### config.mk
export PLATFORM = sky130hd
export DESIGN_NAME = dwt_ctrl
export DESIGN_NICKNAME = d
export VERILOG_FILES = /design/src/rtl/dwt_pkg.sv /design/src/rtl/dwt_shifter.sv /design/src/rtl/dwt_head_sel.sv /design/src/rtl/dwt_ctrl.sv
export SDC_FILE = /design/constraint.sdc
export NUM_CORES = 1
export LEC_CHECK = 0
export ABC_AREA = 1
export BUFFER_PORTS_ARGS = -buffer_cell sky130_fd_sc_hd__buf_2
export CAP_MARGIN = 10
export CELL_PAD_IN_SITES_DETAIL_PLACEMENT = 0
export CELL_PAD_IN_SITES_GLOBAL_PLACEMENT = 1
export CORE_ASPECT_RATIO = 0.9
export CORE_MARGIN = 2
export CORE_UTILIZATION = 35
export CTS_BUF_LIST = sky130_fd_sc_hd__clkbuf_8
export CTS_CLUSTER_SIZE = 8
export DETAILED_ROUTE_END_ITERATION = 7
export HOLD_SLACK_MARGIN = 0.02
export PLACE_DENSITY = 0.72
export SLEW_MARGIN = 20
export SYNTH_ARGS = -nofsm -noshare
export SYNTH_HDL_FRONTEND = slang
export SYNTH_SLANG_ARGS = --single-unit
export TNS_END_PERCENT = 100
### constraint.sdc
create_clock -name pclk -period 2 [get_ports pclk]
set_input_delay 0.2 -clock pclk [delete_from_list [all_inputs] [get_ports pclk]]
set_output_delay 0.2 -clock pclk [all_outputs]
set_load 0.03 [all_outputs]
### src/rtl/dwt_pkg.sv
// Constants and types shared by the disk write and track select logic.
// Assumes a 200 MHz pclk; disk pulses arrive as one-cycle synchronous strobes.
// Notes on behaviour
// - Write start sets write direction and starts the normal track search.
// - Write start raises a break request; address-accepted pulse clears it.
// - Confirmed address in write direction enables head current and shift pulses.
// - Each shift moves MSB out; a one toggles the writer, twelve bits per word.
// - Loading the buffer sets the input bit, marker one enters first, then zeros.
// - Marker at top blocks toggling; final shift clears writer for even parity.
// - After overflow, word end sets transfer complete instead of a break request.
// - Extended bits 2, 1 and 0 pick a head pair; bit 3 picks one.
// - Lockout is OR of locked unit lines, ANDed with write, split by bit 3.
// - In-track address wraps to zero; search end with carry steps the track.
// - Carry out of extended bit 3 steps the unit number bits.
// - Bits 4 and 5 decode to four unit lines; matching switch selects unit.
// - Selected unit returns timing and data pulses; control drives its writer.
// - Carry into next unit clears memory request and sets request sync.
// - Late error when a break request is still pending at next word end.
// - Parity, late and lock flags are readable through the error-test code.
// - Writes into a locked half of the base unit set low or high flags.
// - Expander lock flag combines low and high flags of every expander.
// - Each word end raises a break request for the next word unless overflow.
// - Track address is incremented with a held carry during recirculation.
package dwt_pkg;
  localparam int WORD_W = 12;
  localparam int TRACK_W = 11;
  localparam int EXT_W = 6;
  // Register byte offsets
  localparam logic [7:0] OFS_CMD = 8'h00;
  localparam logic [7:0] OFS_ADDR = 8'h04;
  localparam logic [7:0] OFS_WC = 8'h08;
  localparam logic [7:0] OFS_SW = 8'h0C;
  localparam logic [7:0] OFS_STAT = 8'h10;
  // Instruction codes written to the command register
  localparam logic [11:0] CODE_WRITE = 12'hC85;
  localparam logic [11:0] CODE_READ = 12'hC83;
  localparam logic [11:0] CODE_ERRTEST = 12'hD91; // Octal 6621
  // Field positions
  localparam int ADDR_EXT_LSB = 11;
  localparam int SW_LOW_BIT = 4;
  localparam int SW_HIGH_BIT = 5;
  localparam int SW_UNIT_LSB = 6;
  localparam int EXT_HALF_BIT = 3;
  localparam logic [TRACK_W-1:0] TRACK_MAX = 11'h7FF; // Octal 3777
  localparam logic [3:0] EXT_LOW_FULL = 4'hF;
  localparam logic [2:0] SYNC_PULSES = 3'h4;
  localparam logic [31:0] RESET_WORD = 32'h0000_0000;

  typedef struct packed {
    logic skip;
    logic xfer_done;
    logic exp_lock;
    logic lock_high;
    logic lock_low;
    logic late;
    logic parity;
  } dwt_err_t;

  typedef struct packed {
    logic [7:0] head_pair;
    logic head_upper;
    logic [3:0] unit_line;
    logic unit_hit;
    logic lock_low;
    logic lock_high;
  } dwt_head_t;
endpackage

### src/rtl/dwt_shifter.sv
// Write data shift buffer with marker bit and write toggle.
// Assumes load and shift never coincide; shift comes only after address confirm.
`timescale 1ns/1ps
`default_nettype none
module dwt_shifter #(
  parameter int WIDTH = 12
) (
  // Clock and reset
  input wire logic pclk,
  input wire logic presetn,
  // Control
  input wire logic load_buffer_pulse,
  input wire logic [WIDTH-1:0] load_data,
  input wire logic shift_data_pulse,
  // Status
  output logic msb_out,
  output logic marker_reached,
  output logic write_toggle
);
  logic [WIDTH-1:0] buf_reg, buf_next;
  logic bib_reg, bib_next;
  logic tog_reg, tog_next;

  initial if (WIDTH < 2) $error("dwt_shifter: WIDTH too small");

  // Marker sits at the top only when all lower bits and input bit are zero
  assign marker_reached = (buf_reg[WIDTH-2:0] == '0) && !bib_reg;
  assign msb_out = buf_reg[WIDTH-1];
  assign write_toggle = tog_reg;

  // Next state of buffer, input bit and writer
  always_comb
  begin
    buf_next = buf_reg;
    bib_next = bib_reg;
    tog_next = tog_reg;
    if (load_buffer_pulse)
    begin
      buf_next = load_data;
      bib_next = 1'b1;
    end
    else if (shift_data_pulse)
    begin
      buf_next = {buf_reg[WIDTH-2:0], bib_reg};
      bib_next = 1'b0;
      if (marker_reached)
        tog_next = 1'b0;
      else if (msb_out)
        tog_next = !tog_reg;
    end
  end

  // Registers only
  always_ff @(posedge pclk or negedge presetn)
  begin
    if (!presetn)
    begin
      buf_reg <= '0;
      bib_reg <= 1'b0;
      tog_reg <= 1'b0;
    end
    else
    begin
      buf_reg <= buf_next;
      bib_reg <= bib_next;
      tog_reg <= tog_next;
    end
  end
endmodule // dwt_shifter
`default_nettype wire

### src/rtl/dwt_head_sel.sv
// Head, unit and write lock decode; purely combinational.
// Assumes switch settings are static during a transfer.
`timescale 1ns/1ps
`default_nettype none
module dwt_head_sel (
  // Address and direction
  input wire logic [dwt_pkg::EXT_W-1:0] ext_addr,
  input wire logic write_dir,
  // Switch settings
  input wire logic [3:0] lock_sel,
  input wire logic lock_low_en,
  input wire logic lock_high_en,
  input wire logic [1:0] unit_switch,
  // Decode result
  output dwt_pkg::dwt_head_t head
);
  logic write_lockout;
  logic [1:0] unit_num;
  logic [3:0] unit_line;

  assign unit_num = ext_addr[5:4];
  // Unit lines decoded apart, so the lockout OR does not loop through the output struct
  always_comb
  begin
    unit_line = 4'h0;
    unit_line[unit_num] = 1'b1;
  end

  // One-hot pair from extended bits 2, 1 and 0
  always_comb
  begin
    head.head_pair = 8'h00;
    head.head_pair[ext_addr[2:0]] = 1'b1;
    head.head_upper = ext_addr[dwt_pkg::EXT_HALF_BIT];
    head.unit_line = unit_line;
    head.unit_hit = (unit_num == unit_switch);
    head.lock_low = write_lockout && lock_low_en && !ext_addr[dwt_pkg::EXT_HALF_BIT];
    head.lock_high = write_lockout && lock_high_en && ext_addr[dwt_pkg::EXT_HALF_BIT];
  end

  // Lockout applies only to units the selector picked, and only when writing
  assign write_lockout = |(unit_line & lock_sel) && write_dir;
endmodule // dwt_head_sel
`default_nettype wire

### src/rtl/dwt_ctrl.sv
// Disk write path, track stepping, unit carry and error flags, with APB registers.
// Assumes disk pulses and break strobes are one-cycle pulses synchronous to pclk.
`timescale 1ns/1ps
`default_nettype none
module dwt_ctrl #(
  parameter int WORD_W = dwt_pkg::WORD_W
) (
  // Clock and reset
  input wire logic pclk,
  input wire logic presetn,
  // APB slave
  input wire logic psel,
  input wire logic penable,
  input wire logic pwrite,
  input wire logic [7:0] paddr,
  input wire logic [31:0] pwdata,
  output logic [31:0] prdata,
  output logic pready,
  output logic pslverr,
  // Host break facility
  output logic break_request,
  output logic write_dir,
  input wire logic brk_addr_accept,
  input wire logic brk_load,
  input wire logic [WORD_W-1:0] brk_data,
  // Search logic and timing
  input wire logic addr_confirm,
  input wire logic search_active,
  input wire logic word_end_pulse,
  input wire logic timing_track_pulse,
  input wire logic read_parity_fail,
  output logic search_start,
  output logic memory_request,
  // Selected unit
  output logic head_current_enable,
  output logic write_toggle,
  output logic [7:0] head_pair,
  output logic head_upper,
  output logic [3:0] unit_select_line,
  // Expanders and completion
  input wire logic [2:0] exp_lock_low,
  input wire logic [2:0] exp_lock_high,
  output logic transfer_complete
);
  initial if (WORD_W != dwt_pkg::WORD_W) $error("dwt_ctrl: WORD_W must match package");

  logic wr_cycle, rd_cycle;
  logic cmd_write, cmd_read, cmd_err;
  logic shift_data_pulse, msb_out, marker_reached;
  logic sad_fall, ext_carry;
  dwt_pkg::dwt_head_t head;
  dwt_pkg::dwt_err_t err_reg, err_next;
  logic [dwt_pkg::TRACK_W-1:0] track_reg, track_next;
  logic [dwt_pkg::EXT_W-1:0] ext_reg, ext_next;
  logic [WORD_W-1:0] wc_reg, wc_next;
  logic [7:0] sw_reg, sw_next;
  logic ovf_reg, ovf_next;
  logic dir_reg, dir_next;
  logic brk_reg, brk_next;
  logic carry_reg, carry_next;
  logic sad_reg, sad_next;
  logic mreq_reg, mreq_next;
  logic rsync_reg, rsync_next;
  logic [2:0] tcnt_reg, tcnt_next;
  logic [31:0] rdata_reg, rdata_next;

  // APB decode; slave always answers in the access cycle
  assign wr_cycle = psel && penable && pwrite;
  assign rd_cycle = psel && !penable && !pwrite;
  assign pready = 1'b1;
  assign pslverr = psel && penable && !(paddr == dwt_pkg::OFS_CMD || paddr == dwt_pkg::OFS_ADDR ||
    paddr == dwt_pkg::OFS_WC || paddr == dwt_pkg::OFS_SW || paddr == dwt_pkg::OFS_STAT);
  assign cmd_write = wr_cycle && paddr == dwt_pkg::OFS_CMD && pwdata[11:0] == dwt_pkg::CODE_WRITE;
  assign cmd_read = wr_cycle && paddr == dwt_pkg::OFS_CMD && pwdata[11:0] == dwt_pkg::CODE_READ;
  assign cmd_err = wr_cycle && paddr == dwt_pkg::OFS_CMD && pwdata[11:0] == dwt_pkg::CODE_ERRTEST;
  assign prdata = rdata_reg;

  // Head current only on a confirmed address, writing, and not locked
  assign head_current_enable = addr_confirm && dir_reg && head.unit_hit &&
    !head.lock_low && !head.lock_high;
  assign shift_data_pulse = head_current_enable && timing_track_pulse;
  assign sad_fall = sad_reg && !search_active;
  assign ext_carry = ext_reg[3:0] == dwt_pkg::EXT_LOW_FULL;

  // Port copies of state, plus the search start strobe
  assign break_request = brk_reg;
  assign write_dir = dir_reg;
  assign search_start = cmd_write || cmd_read;
  assign memory_request = mreq_reg;
  assign transfer_complete = err_reg.xfer_done;
  assign head_pair = head.head_pair;
  assign head_upper = head.head_upper;
  assign unit_select_line = head.unit_line;

  dwt_shifter #(
    .WIDTH(WORD_W)
  ) u_shifter (
    .pclk(pclk),
    .presetn(presetn),
    .load_buffer_pulse(brk_load && dir_reg),
    .load_data(brk_data),
    .shift_data_pulse(shift_data_pulse),
    .msb_out(msb_out),
    .marker_reached(marker_reached),
    .write_toggle(write_toggle)
  );

  dwt_head_sel u_head_sel (
    .ext_addr(ext_reg),
    .write_dir(dir_reg),
    .lock_sel(sw_reg[3:0]),
    .lock_low_en(sw_reg[dwt_pkg::SW_LOW_BIT]),
    .lock_high_en(sw_reg[dwt_pkg::SW_HIGH_BIT]),
    .unit_switch(sw_reg[dwt_pkg::SW_UNIT_LSB +: 2]),
    .head(head)
  );

  // Transfer control, addressing and registers: next values
  always_comb
  begin
    track_next = track_reg;
    ext_next = ext_reg;
    wc_next = wc_reg;
    sw_next = sw_reg;
    ovf_next = ovf_reg;
    dir_next = dir_reg;
    brk_next = brk_reg;
    carry_next = carry_reg;
    sad_next = search_active;
    mreq_next = mreq_reg;
    rsync_next = rsync_reg;
    tcnt_next = tcnt_reg;
    err_next = err_reg;
    rdata_next = dwt_pkg::RESET_WORD;
    // Software writes come first so hardware events below win over them
    if (wr_cycle)
    begin
      case (paddr)
        dwt_pkg::OFS_ADDR:
        begin
          track_next = pwdata[dwt_pkg::TRACK_W-1:0];
          ext_next = pwdata[dwt_pkg::ADDR_EXT_LSB +: dwt_pkg::EXT_W];
        end
        dwt_pkg::OFS_WC: wc_next = pwdata[WORD_W-1:0];
        dwt_pkg::OFS_SW: sw_next = pwdata[7:0];
        dwt_pkg::OFS_STAT: err_next = err_reg & ~pwdata[6:0]; // Write one to clear
        default: ;
      endcase
    end
    if (cmd_write || cmd_read)
    begin
      dir_next = cmd_write;
      ovf_next = 1'b0;
      rsync_next = 1'b1;
      mreq_next = 1'b0;
      tcnt_next = 3'h0;
      err_next.xfer_done = 1'b0;
    end
    if (cmd_err)
      err_next.skip = err_reg.parity || err_reg.late || err_reg.lock_low ||
        err_reg.lock_high || err_reg.exp_lock;
    // Request sync waits a few timing pulses before memory request
    if (rsync_reg && timing_track_pulse)
    begin
      if (tcnt_reg == dwt_pkg::SYNC_PULSES - 3'h1)
      begin
        rsync_next = 1'b0;
        mreq_next = 1'b1;
      end
      else
        tcnt_next = tcnt_reg + 3'h1;
    end
    // Accepted address clears the request and counts the word
    if (brk_addr_accept)
    begin
      brk_next = 1'b0;
      wc_next = wc_reg - {{(WORD_W-1){1'b0}}, 1'b1};
      if (wc_reg == {{(WORD_W-1){1'b0}}, 1'b1})
        ovf_next = 1'b1;
    end
    if (cmd_write)
      brk_next = 1'b1;
    if (word_end_pulse)
    begin
      if (brk_reg)
        err_next.late = 1'b1;
      if (ovf_reg)
        err_next.xfer_done = 1'b1;
      else
      begin
        brk_next = 1'b1;
        track_next = track_reg + {{(dwt_pkg::TRACK_W-1){1'b0}}, 1'b1};
        carry_next = (track_reg == dwt_pkg::TRACK_MAX);
      end
    end
    // Search end with a held carry steps track, then unit
    if (sad_fall && carry_reg)
    begin
      ext_next = ext_reg + {{(dwt_pkg::EXT_W-1){1'b0}}, 1'b1};
      carry_next = 1'b0;
      if (ext_carry)
      begin
        mreq_next = 1'b0;
        rsync_next = 1'b1;
        tcnt_next = 3'h0;
      end
    end
    if (read_parity_fail)
      err_next.parity = 1'b1;
    if (head_current_enable || (addr_confirm && dir_reg && head.unit_hit))
    begin
      if (head.lock_low)
        err_next.lock_low = 1'b1;
      if (head.lock_high)
        err_next.lock_high = 1'b1;
    end
    if (|{exp_lock_low, exp_lock_high})
      err_next.exp_lock = 1'b1;
    // Read data, registered for the access phase
    if (rd_cycle)
    begin
      case (paddr)
        dwt_pkg::OFS_ADDR: rdata_next = {15'h0000, ext_reg, track_reg};
        dwt_pkg::OFS_WC: rdata_next = {20'h00000, wc_reg};
        dwt_pkg::OFS_SW: rdata_next = {24'h000000, sw_reg};
        dwt_pkg::OFS_STAT: rdata_next = {19'h00000, ovf_reg, rsync_reg, mreq_reg, carry_reg,
          dir_reg, brk_reg, err_reg};
        default: rdata_next = dwt_pkg::RESET_WORD;
      endcase
    end
  end

  // Registers only
  always_ff @(posedge pclk or negedge presetn)
  begin
    if (!presetn)
    begin
      track_reg <= '0;
      ext_reg <= '0;
      wc_reg <= '0;
      sw_reg <= 8'h00;
      ovf_reg <= 1'b0;
      dir_reg <= 1'b0;
      brk_reg <= 1'b0;
      carry_reg <= 1'b0;
      sad_reg <= 1'b0;
      mreq_reg <= 1'b0;
      rsync_reg <= 1'b0;
      tcnt_reg <= 3'h0;
      err_reg <= '0;
      rdata_reg <= dwt_pkg::RESET_WORD;
    end
    else
    begin
      track_reg <= track_next;
      ext_reg <= ext_next;
      wc_reg <= wc_next;
      sw_reg <= sw_next;
      ovf_reg <= ovf_next;
      dir_reg <= dir_next;
      brk_reg <= brk_next;
      carry_reg <= carry_next;
      sad_reg <= sad_next;
      mreq_reg <= mreq_next;
      rsync_reg <= rsync_next;
      tcnt_reg <= tcnt_next;
      err_reg <= err_next;
      rdata_reg <= rdata_next;
    end
  end
endmodule // dwt_ctrl
`default_nettype wire

Word level (Yosys, flattened, before mapping)

Cells that the tools add are included.

Bits in registers: 100
Bits of input ports: 70
Output and inout bits: 54

Add/sub/neg operators: 4
Order comparisons: 4
Equal/unequal tests: 13
Multiplexer cells: 60
Bitwise logic cells: 4
Reductions and logical operators: 70

Operator list:

| operator                                           | number |
|---|---|
| one-hot mux 17 bit (4 select lines)                | 1 |
| two-way mux 12 bit                                 | 5 |
| two-way mux 11 bit                                 | 4 |
| == test 12 bit, second input constant              | 3 |
| two-way mux 1 bit                                  | 36 |
| logical AND 1 bit                                  | 26 |
| nonzero test 2 bit                                 | 13 |
| two-way mux 6 bit                                  | 3 |
| two-way mux 17 bit                                 | 1 |
| == test 8 x 4 -> 1 bit, second input constant      | 2 |
| two-way mux 3 bit                                  | 5 |
| two-way mux 7 bit                                  | 2 |
| AND reduction 2 bit                                | 7 |
| == test 12 x 1 -> 1 bit, second input constant     | 1 |
| subtractor 12 x 1 -> 12 bit, second input constant | 1 |
| adder 11 x 1 -> 11 bit, second input constant      | 1 |
| == test 11 bit, second input constant              | 1 |
| zero test 11 bit                                   | 1 |
| logical OR 1 bit                                   | 10 |
| zero test 1 bit                                    | 9 |
| == test 8 x 3 -> 1 bit, second input constant      | 1 |
| == test 8 x 5 -> 1 bit, second input constant      | 1 |
| zero test 8 bit                                    | 1 |
| AND 7 bit                                          | 1 |
| 19 further kinds                                   | 19 |

Longest topological paths before layout

Gate-level depths: netlist of the first run.

Depth in word-level cells: 15
Mapped depth: 12
Depth with buffers taken out: 11

By module

A second synthesis of the first run with hierarchy kept.

Cell total of the unflattened synthesis: 717
Area, all modules: 5202.5 µm²

By module, submodules not included:

| module       | times used | cells an instance | area an instance (µm²) | seq. area each (µm²) |
|---|---|---|---|---|
| dwt_ctrl     | 1          | 592               | 4321.6                 | 1776.7 |
| dwt_shifter  | 1          | 88                | 693.2                  | 350.3 |
| dwt_head_sel | 1          | 37                | 187.7                  | 0.0 |

Worst setup path after synthesis of the first run

OpenSTA, ideal clock, no wires.

Path kind: register -> register
Start: register dir_reg (netlist: write_dir)
End: register u_shifter.tog_reg (netlist: u_shifter.write_toggle)
Library setup time: 0.118 ns
Arrival: 1.686 ns
Data required time: 1.882 ns
Setup slack: 0.196 ns
Stages on the path, launching flop included: 8
Clock period less this slack: 1.804 ns
Cells stage by stage: dfrtp_1 nand3_1 nor3_4 nand2_1 nor2_2 nand3_1 nand2_1 nand2_1

Longest elaborated chain between the ends: 8
Elaborated cells on any way between the ends: 15
Those cells by class: bitwise: 1; reduce/logical: 14

RTL lines:

| element                           | line               | text |
|---|---|---|
| start: declaration                | dwt_ctrl.sv:58     | `logic dir_reg, dir_next;` |
| start signal: assignment          | dwt_ctrl.sv:260    | `dir_reg <= dir_next;` |
| logical AND 1 bit                 | dwt_head_sel.sv:42 | `assign write_lockout = \|(unit_line & lock_sel) && write_dir;` |
| logical AND 1 bit (2 in a row)    | dwt_head_sel.sv:37 | `head.lock_low = write_lockout && lock_low_en && !ext_addr[dwt_pkg::EXT_HALF_BIT];` |
| zero test 1 bit                   | dwt_ctrl.sv:80     | `!head.lock_low && !head.lock_high;` |
| logical AND 1 bit                 | dwt_ctrl.sv:79     | `assign head_current_enable = addr_confirm && dir_reg && head.unit_hit &&` |
| logical AND 1 bit (*)             | dwt_ctrl.sv:80     |  |
| named net head_current_enable     | dwt_ctrl.sv:35     | `output logic head_current_enable,` |
| logical AND 1 bit (*)             | dwt_ctrl.sv:81     | `assign shift_data_pulse = head_current_enable && timing_track_pulse;` |
| AND reduction 3 bit (no line) (*) | n/a                |  |
| end signal: assignment            | dwt_shifter.sv:66  | `tog_reg <= tog_next;` |
| end: declaration                  | dwt_shifter.sv:22  | `logic tog_reg, tog_next;` |

Mark *: on every way through the listed nets, which the timed path passes. The rest lies on a longest branch.
A chain may end at the register's enable or synchronous reset.

Worst setup path in the final report of the first run

Start: register ext_reg[5] (netlist name)
End: output port head_current_enable

Longest elaborated chain between the ends: 12
Elaborated cells on any way between the ends: 18
Those cells by class: order compare: 2; eq/ne: 1; mux: 2; bitwise: 1; reduce/logical: 12

RTL lines:

| element                                                                                                                 | line               | text |
|---|---|---|
| start: declaration                                                                                                      | dwt_ctrl.sv:54     | `logic [dwt_pkg::EXT_W-1:0] ext_reg, ext_next;` |
| start signal: assignment                                                                                                | dwt_ctrl.sv:256    | `ext_reg <= ext_next;` |
| less-than comparator 2 x 3 -> 1 bit (not written as such) or greater-or-equal comparator 2 x 1 -> 1 bit (tied branches) | dwt_head_sel.sv:26 | `unit_line[unit_num] = 1'b1;` |
| logical AND 1 bit (not written as such)                                                                                 | dwt_head_sel.sv:26 |  |
| two-way mux 1 bit (not written as such)                                                                                 | dwt_head_sel.sv:26 |  |
| demux 1 bit (select 2 bit)                                                                                              | n/a                |  |
| AND 4 bit                                                                                                               | dwt_head_sel.sv:42 |  |
| OR reduction 4 bit                                                                                                      | dwt_head_sel.sv:42 |  |
| logical AND 1 bit                                                                                                       | dwt_head_sel.sv:42 |  |
| logical AND 1 bit (2 in a row)                                                                                          | dwt_head_sel.sv:37 |  |
| zero test 1 bit                                                                                                         | dwt_ctrl.sv:80     |  |
| logical AND 1 bit                                                                                                       | dwt_ctrl.sv:79     |  |
| logical AND 1 bit (*)                                                                                                   | dwt_ctrl.sv:80     |  |
| end: declaration                                                                                                        | dwt_ctrl.sv:35     |  |

Mark *: on every way between the ends. The rest lies on a longest branch, timed or not.

==> metrics.md, run 1 <==
| Metric | Value |
|---|---|
| Status | complete, no violations |
| Worst Tran Pin Value | roughly 550 ps |
| Compound-Gate Fraction of Synth Area | 0.1345 |
| Min-Delay Endpoint | err_reg[4] |
| Max_slew headroom | 0.6352 |
| RSZ-0062 raised after global routing | yes |
| Reg2reg end | u_shifter.buf_reg[0] |
| Drt first-iter violations | roughly 260 |
| Post-route antenna net violation count | 0 |
| Startpoint Class | flop |
| Xor-xnor portion of the synthesized cell area | 0.01050 |
| Drt wl/cell | between 15 and 20 um |
| Post-Syn Area | ~5000 sq um |
| Skew final | just over 10 ps |
| Total GRT Usage | 0.2013 |
| Die Height | between 100 and 150 um |
| Cell Pwr Density | between 800 and 900 nW/um^2 |
| Placer congestion estimate | 0.9623 |
| Antenna cells | 0 |
| CTS tree | built |
| Leading cell types in the layout, fill and taps excluded | nand2_1 (163), buf_2 (90), inv_1 (88), dfrtp_1 (83), nor2_1 (57) |
| Fin nets | around 850 |
| Crit path time final | around 1900 ps |
| Largest family of logic cells by synthesized area | simple AND/OR/NAND/NOR gates |
| Mux contribution to synthesized area | 0 |
| Endpoint class of the critical path | output pin |
| Initial Util | 0.3574 |
| Pin count of the biggest net entering global routing | 33 |
| Die Area | roughly 15000 sq um |
| Hold path depth | 3 |
| Syn-to-layout area delta | 18.55% |
| CP Max Fanout | 8 |
| Worst hold path type | primary input to flop |
| YS warnings | 0 |
| Num CTS Buffers | 9 |
| Worst Hold Slack | 23.44 ps |
| WS Path Type | flop to output pin |
| Post-Route WL | between 10000 and 15000 um |
| Max Slew Vio Count | 0 |
| Antenna violations before repair | 0 |
| FF-to-FF Start | ext_reg[5] |
| Number of global-route vias before repair | around 4600 |
| Max-Cap Viols | 0 |
| Max reg flops | 17 |
| Core area | 14000 sq um |
| Worst VDD drop | about 0.56 mV |
| Distinct cells, synth | ~40 |
| Clock Sink Count | 85 |
| First-pass GRT wire length | 23740 um |
| Synth Flop Type | dfrtp_1 |
| DP HPWL | 11670 um |
| CP Data Required Time | around 1800 ps |
| Post-Synth Adder-Cell Area | 0.01250 |
| CTS Root Cell | clkbuf_8 |
| CP arrival | 1700 ps |
| Grt total ovfl | 0 |
| Pre-antenna DRT Iters | 5 |
| Clk buf depth | 2 |
| Number of vias per cell | ~5 |
| Layout cells sized above 1 | 0.1992 |
| Fillers | 1456 |
| Vias | around 4800 |
| Fin. Hold Viols | 0 |
| Count of input and output buffers | between 90 and 100 |
| H-tree level count | 3 |
| Worst-skew pair later-pin latency | 380 ps |
| Final setup vio count | 0 |
| # rows | 41 |
| Beginning of the worst hold path | exp_lock_high[1] |
| Worst-path clk slew | ~100 ps |
| Most common cell after layout, fill and taps aside | nand2_1 |
| Fin cells | approximately 980 |
| Placed cells | roughly 960 |
| IO Count | approximately 120 |
| Synth Register Bits | 85 |
| DR DRC count | 0 |
| Post-synthesis simple-gate area fraction | 0.2980 |
| Post-synth EDFFs | 0 |
| FMAX | approximately 530 MHz |
| Die W | between 100 and 150 um |
| Sequential cell area fraction in the yosys report | 0.4250 |
| Asr flop ratio synth | 1.000 |
| Leakage | 0.003090 uW |
| Syn Inst Count | a little under 700 |
| Register-to-Register Path Depth | 9 |
| Syn avg cell area | between 7 and 8 sq um |
| Tcrit/Tclk final | 0.9513 |
| Flop-to-flop setup slack | 260 ps |
[per-stage QoR]
step                utilization  setup WS, ps  cell area (sq um)  setup TNS [ps]  total power [uW]
finish                   0.4237         97.47               5933               0              5210
global route             0.4237        -25.40               5933          -25.40              5533
CTS                      0.4211         24.88               5897               0              5228
detailed placement       0.4020         233.8               5630               0              3786
global placement         0.4020         272.2               5630               0              3734
floorplan                     -         195.8               5057               0              3328
[layer usage]
layer / part of all wire / global-route usage / wire length (um)
met1: 0.47 / 0.2792 / 7013
met2: 0.45 / 0.3109 / 6787
met3: 0.058 / 0.04699 / 876
met4: 0.021 / 0.06250 / 308
met5: 0 / 0 / 0
[worst max-delay path by stage]
stage | start | to | slack [ps] | depth (start not counted)
after CTS | ext_reg[4] | head_current_enable | 20 | 9
after floorplan | write_dir | u_shifter.write_toggle | 200 | 7
final | ext_reg[5] | head_current_enable | 100 | 7
after global routing | ext_reg[5] | head_current_enable | -30 | 7
after detailed placement | paddr[1] | search_start | 230 | 7
after global placement | ext_reg[4] | head_current_enable | 270 | 9
[cells by family after synthesis]
group                    after synthesis
buffers and inverters                132
XOR/XNOR                               6
other                                  2
AO/OA/AOI/OAI                        120
AND/OR/NAND/NOR                      330
flip-flops                            85
adder cells (fa/ha/maj)                5
[power breakdown]
group / internal (uW) / switching (uW)
combinational: 484 / 992
sequential: 1980 / 313
clock: 749 / 694
[cells in the mapped netlist (8+ instances only)]
| cell | n | share of area |
|---|---|---|
| nand3_1 | 48 | 0.048 |
| nand2_1 | 164 | 0.12 |
| o22ai_1 | 11 | 0.014 |
| buf_4 | 18 | 0.027 |
| clkbuf_1 | 8 | 0.0060 |
| nor3_1 | 25 | 0.025 |
| o21ai_1 | 14 | 0.014 |
| nand4_1 | 14 | 0.017 |
| inv_1 | 88 | 0.066 |
| nor2_1 | 57 | 0.043 |
| dfrtp_1 | 85 | 0.43 |
| o21ai_0 | 43 | 0.043 |
| a21oi_1 | 28 | 0.028 |
| inv_2 | 8 | 0.0060 |
| o211ai_1 | 9 | 0.013 |
[repair_timing]
item	in CTS	in global routing
gates resized for setup	4	5
pin swaps	1	1
hold endpoints to repair	28	0
hold buffers	2	0
setup endpoints to repair	1	1
buffers inserted	1	2
[worst max-delay path, cell delays in order, from the launching register on]
cell	delay, ps
dfrtp_2	490
buf_4	160
nand2_1	70
nand3_2	80
nor3_4	150
nand2_2	90
nor2_4	140
buf_6	140
[area by class of cell]
type	count	area, sq um	share of cell area
Timing Repair Buffer	108	606.8	0.1023
Clock inverter	6	91.34	0.01539
Tap cell	193	241.5	0.04070
Multi-Input combinational cell	477	2362	0.3981
Inverter	97	364.1	0.06137
Clock buffer	10	137.6	0.02320
Sequential cell	85	2130	0.3589
Power figures use the tool's default switching activity.
==> run 2, diff against run 1 <==
--- a/config.mk
+++ b/config.mk
@@ -8,17 +8,17 @@
 export ABC_AREA = 1
 export BUFFER_PORTS_ARGS = -buffer_cell sky130_fd_sc_hd__buf_2
 export CAP_MARGIN = 10
-export CELL_PAD_IN_SITES_DETAIL_PLACEMENT = 0
-export CELL_PAD_IN_SITES_GLOBAL_PLACEMENT = 1
+export CELL_PAD_IN_SITES_DETAIL_PLACEMENT = 1
+export CELL_PAD_IN_SITES_GLOBAL_PLACEMENT = 2
 export CORE_ASPECT_RATIO = 0.9
 export CORE_MARGIN = 2
-export CORE_UTILIZATION = 35
+export CORE_UTILIZATION = 31
 export CTS_BUF_LIST = sky130_fd_sc_hd__clkbuf_8
 export CTS_CLUSTER_SIZE = 8
 export DETAILED_ROUTE_END_ITERATION = 7
 export HOLD_SLACK_MARGIN = 0.02
-export PLACE_DENSITY = 0.72
-export SLEW_MARGIN = 20
+export PLACE_DENSITY = 0.81
+export SETUP_SLACK_MARGIN = 0.05
 export SYNTH_ARGS = -nofsm -noshare
 export SYNTH_HDL_FRONTEND = slang
 export SYNTH_SLANG_ARGS = --single-unit
==> run 2 against run 1 <==
Against the previous run:
- clock power decreased by 19%
- non-clock buffer count increased by 4
- sequential power about the same
- critical path depth increased by 2
- clock skew up 1.6 ps
- critical path type unchanged
==> metrics.md, run 2 (synthesis gave the netlist of run 1 again) <==
| Metric | Value |
|---|---|
| Status | complete, no violations |
| Vias | 4962 (+3.0%) |
| IO Count | 124 (unchanged) |
| Area occupied by registers | 2130 sq um (unchanged) |
| Combinational share of power | 0.307 (+0.024) |
| Syn-to-layout area delta | 18.93% |
| Skew final | 11.71 ps (+1.623 ps) |
| Tcrit/Tclk final | 0.9318 (-0.01944) |
| Worst-skew pair later-pin latency | 380 ps (about the same) |
| DR DRC count | 0 (unchanged) |
| Internal Power | 2952 uW (-8.1%) |
| Top sig layer | met4 |
| Worst-path clk slew | 100 ps (about the same) |
| Pin count of the biggest net entering global routing | 42 (+27%) |
| Clk buf depth | 2 (unchanged) |
| Antenna violations before repair | 0 (unchanged) |
| Post-DP Area | 5648 sq um (+0.31%) |
| CTS tree | built |
| FMAX | 536.6 MHz (+2.1%) |
| Count of input and output buffers | 92 (unchanged) |
| Register-to-Register Path Depth | 7 (-2) |
| Most common cell after layout, fill and taps aside | nand2_1 |
| Max_slew headroom | 0.6095 (-0.02574) |
| CP arrival | 1660 ps (-40 ps) |
| Final setup TNS | 0 ps (unchanged) |
| Seq pwr share | 0.462 (+0.022) |
| Leakage | 0.003076 uW (-0.43%) |
| WS Path Type | flop to output pin |
| Cell Pwr Density | 841.8 nW/um^2 (-4.1%) |
| Antenna cells | 0 (unchanged) |
| Fin. Hold Viols | 0 (unchanged) |
| First-pass GRT wire length | 26760 um (+13%) |
| Max reg flops | 17 (unchanged) |
| Die Height | 124.5 um (+6.0%) |
| Post-Route WL | 16980 um (+13%) |
| Clock Sink Count | 85 (unchanged) |
| Placer congestion estimate | 0.8893 (-7.6%) |
| Net switching power | 2058 uW (+3.0%) |
| Final setup vio count | 0 (unchanged) |
| H-tree level count | 3 (unchanged) |
| Sw Share | 0.4107 (+0.02714) |
| Num CTS Buffers | 9 (unchanged) |
| Clock network fraction of total power | 0.231 (-0.046) |
| Multi-input gate area | 2382 sq um (+0.85%) |
| Grt total ovfl | 0 (unchanged) |
| Number of vias per cell | 4.997 (+1.2%) |
| DR WL met2 | 8262 um (+22%) |
| Leading cell types in the layout, fill and taps excluded | nand2_1 (163), buf_2 (90), inv_1 (86), dfrtp_1 (83), nor2_1 (57) |
| Die W | 137.9 um (+6.1%) |
| Met3 WL | 720 um (-18%) |
| Die Area | 17180 sq um (+12%) |
| CP Max Fanout | 7 (-1) |
| Worst hold path type | primary input to flop |
| Drt wl/cell | 17.10 um (+11%) |
| Post-route antenna net violation count | 0 (unchanged) |
| Startpoint Class | flop |
| CP Data Required Time | 1800 ps (about the same) |
| Max-Cap Viols | 0 (unchanged) |
| Worst VDD drop | 0.3281 mV (-41%) |
| Layout cells sized above 1 | 0.2010 (+0.001784) |
| Hold path depth | 3 (unchanged) |
| Design Area, Final | 5952 sq um (+0.32%) |
| Fin nets | 857 (+0.47%) |
| # rows | 44 (+7.3%) |
| Crit path time final | 1864 ps (-38.88 ps) |
| CTS Root Cell | clkbuf_8 |
| Endpoint class of the critical path | output pin |
| Core area | 15970 sq um (+14%) |
| Number of global-route vias before repair | 5083 (+11%) |
| Drt first-iter violations | 260 (-0.76%) |
| Met1 WL | 7730 um (+10%) |
| Worst Tran Pin Value | 585.1 ps (+38.56 ps) |
| Pre-antenna DRT Iters | 4 (-1) |
| RSZ-0062 raised after global routing | yes |
| Max Slew Vio Count | 0 (unchanged) |
| Total GRT Usage | 0.2021 (+0.0008108) |
| Fillers | 2034 (+40%) |
| Initial Util | 0.3135 (-0.04389) |
| DP HPWL | 13090 um (+12%) |
run 2: cell count changes in the layout (fill, tap and decap cells not counted), sizes merged:
cell,before,now
clkbuf,10,11
clkinvlp,0,2
inv,99,96
bufinv,2,0
buf,106,107
dlygate4sd3,2,4
clkinv,2,4
run 2: timing repair:
action	in CTS	in global routing
pin swaps	2	2
resized for setup	8	8
cloned	0	0
buffers inserted	3	2
endpoints found under the hold margin	42	0
endpoints found under the setup margin	1	7
hold buffers	4	0
run 2: routing by layer:
metal	vias up	GRT usage
li1	2387	-
met1	2462	0.2713
met2	94	0.3358
met3	19	0.03460
met4	0	0.05162
met5	-	0
run 2: path summary, 6_finish.rpt:
kind | startpoint | end | slack [ps]
worst max-delay path | ext_reg[4] | head_current_enable | 140
worst min-delay path | exp_lock_low[2] | err_reg[4] | 30
worst max register to register | ext_reg[0] | rsync_reg | 230
worst min register to register | sw_reg[4] | sw_reg[4] | 500
max in group asynchronous | presetn | track_reg[3] | 1020
min in group asynchronous | presetn | prdata[14] | 340
run 2: layout make-up:
type,count,area share
well taps,207,0.04351
clock buffers,10,0.02312
repair buffers,112,0.1074
inverters,97,0.06159
multi-input cells,477,0.4003
flip-flops and latches,85,0.3578
clock inverters,5,0.006306
run 2: through the flow:
stage / total power, uW / hold slack [ps] / utilization / setup WS, ps / instances
3_3_place_gp: 3757 / 225.0 / 0.3538 / 196.4 / 969
6_report: 5010 / 31.37 / 0.3728 / 136.4 / 993
3_5_place_dp: 3862 / 229.2 / 0.3538 / 133.4 / 969
2_1_floorplan: 3328 / -95.59 / - / 195.8 / 694
4_1_cts: 5054 / 21.99 / 0.3698 / 50.19 / 991
5_1_grt: 5353 / 26.05 / 0.3728 / 34.01 / 993
run 2: critical path, cell delays in order, from the launching register on:
cell	delay, ps
dfrtp_2	490
inv_4	70
nand3_1	80
nand2_1	50
inv_1	90
nand2_4	80
nand3_4	80
nand2_2	70
nor2_4	110
buf_6	140
run 2: power by group through the flow:
stage,logic [uW],clock network [uW],registers (uW)
after CTS,1550,1190,2310
final,1540,1160,2310
after global routing,1720,1280,2360
after global placement,1440,0,2320
after floorplan,1100,0,2220
after detailed placement,1520,0,2340
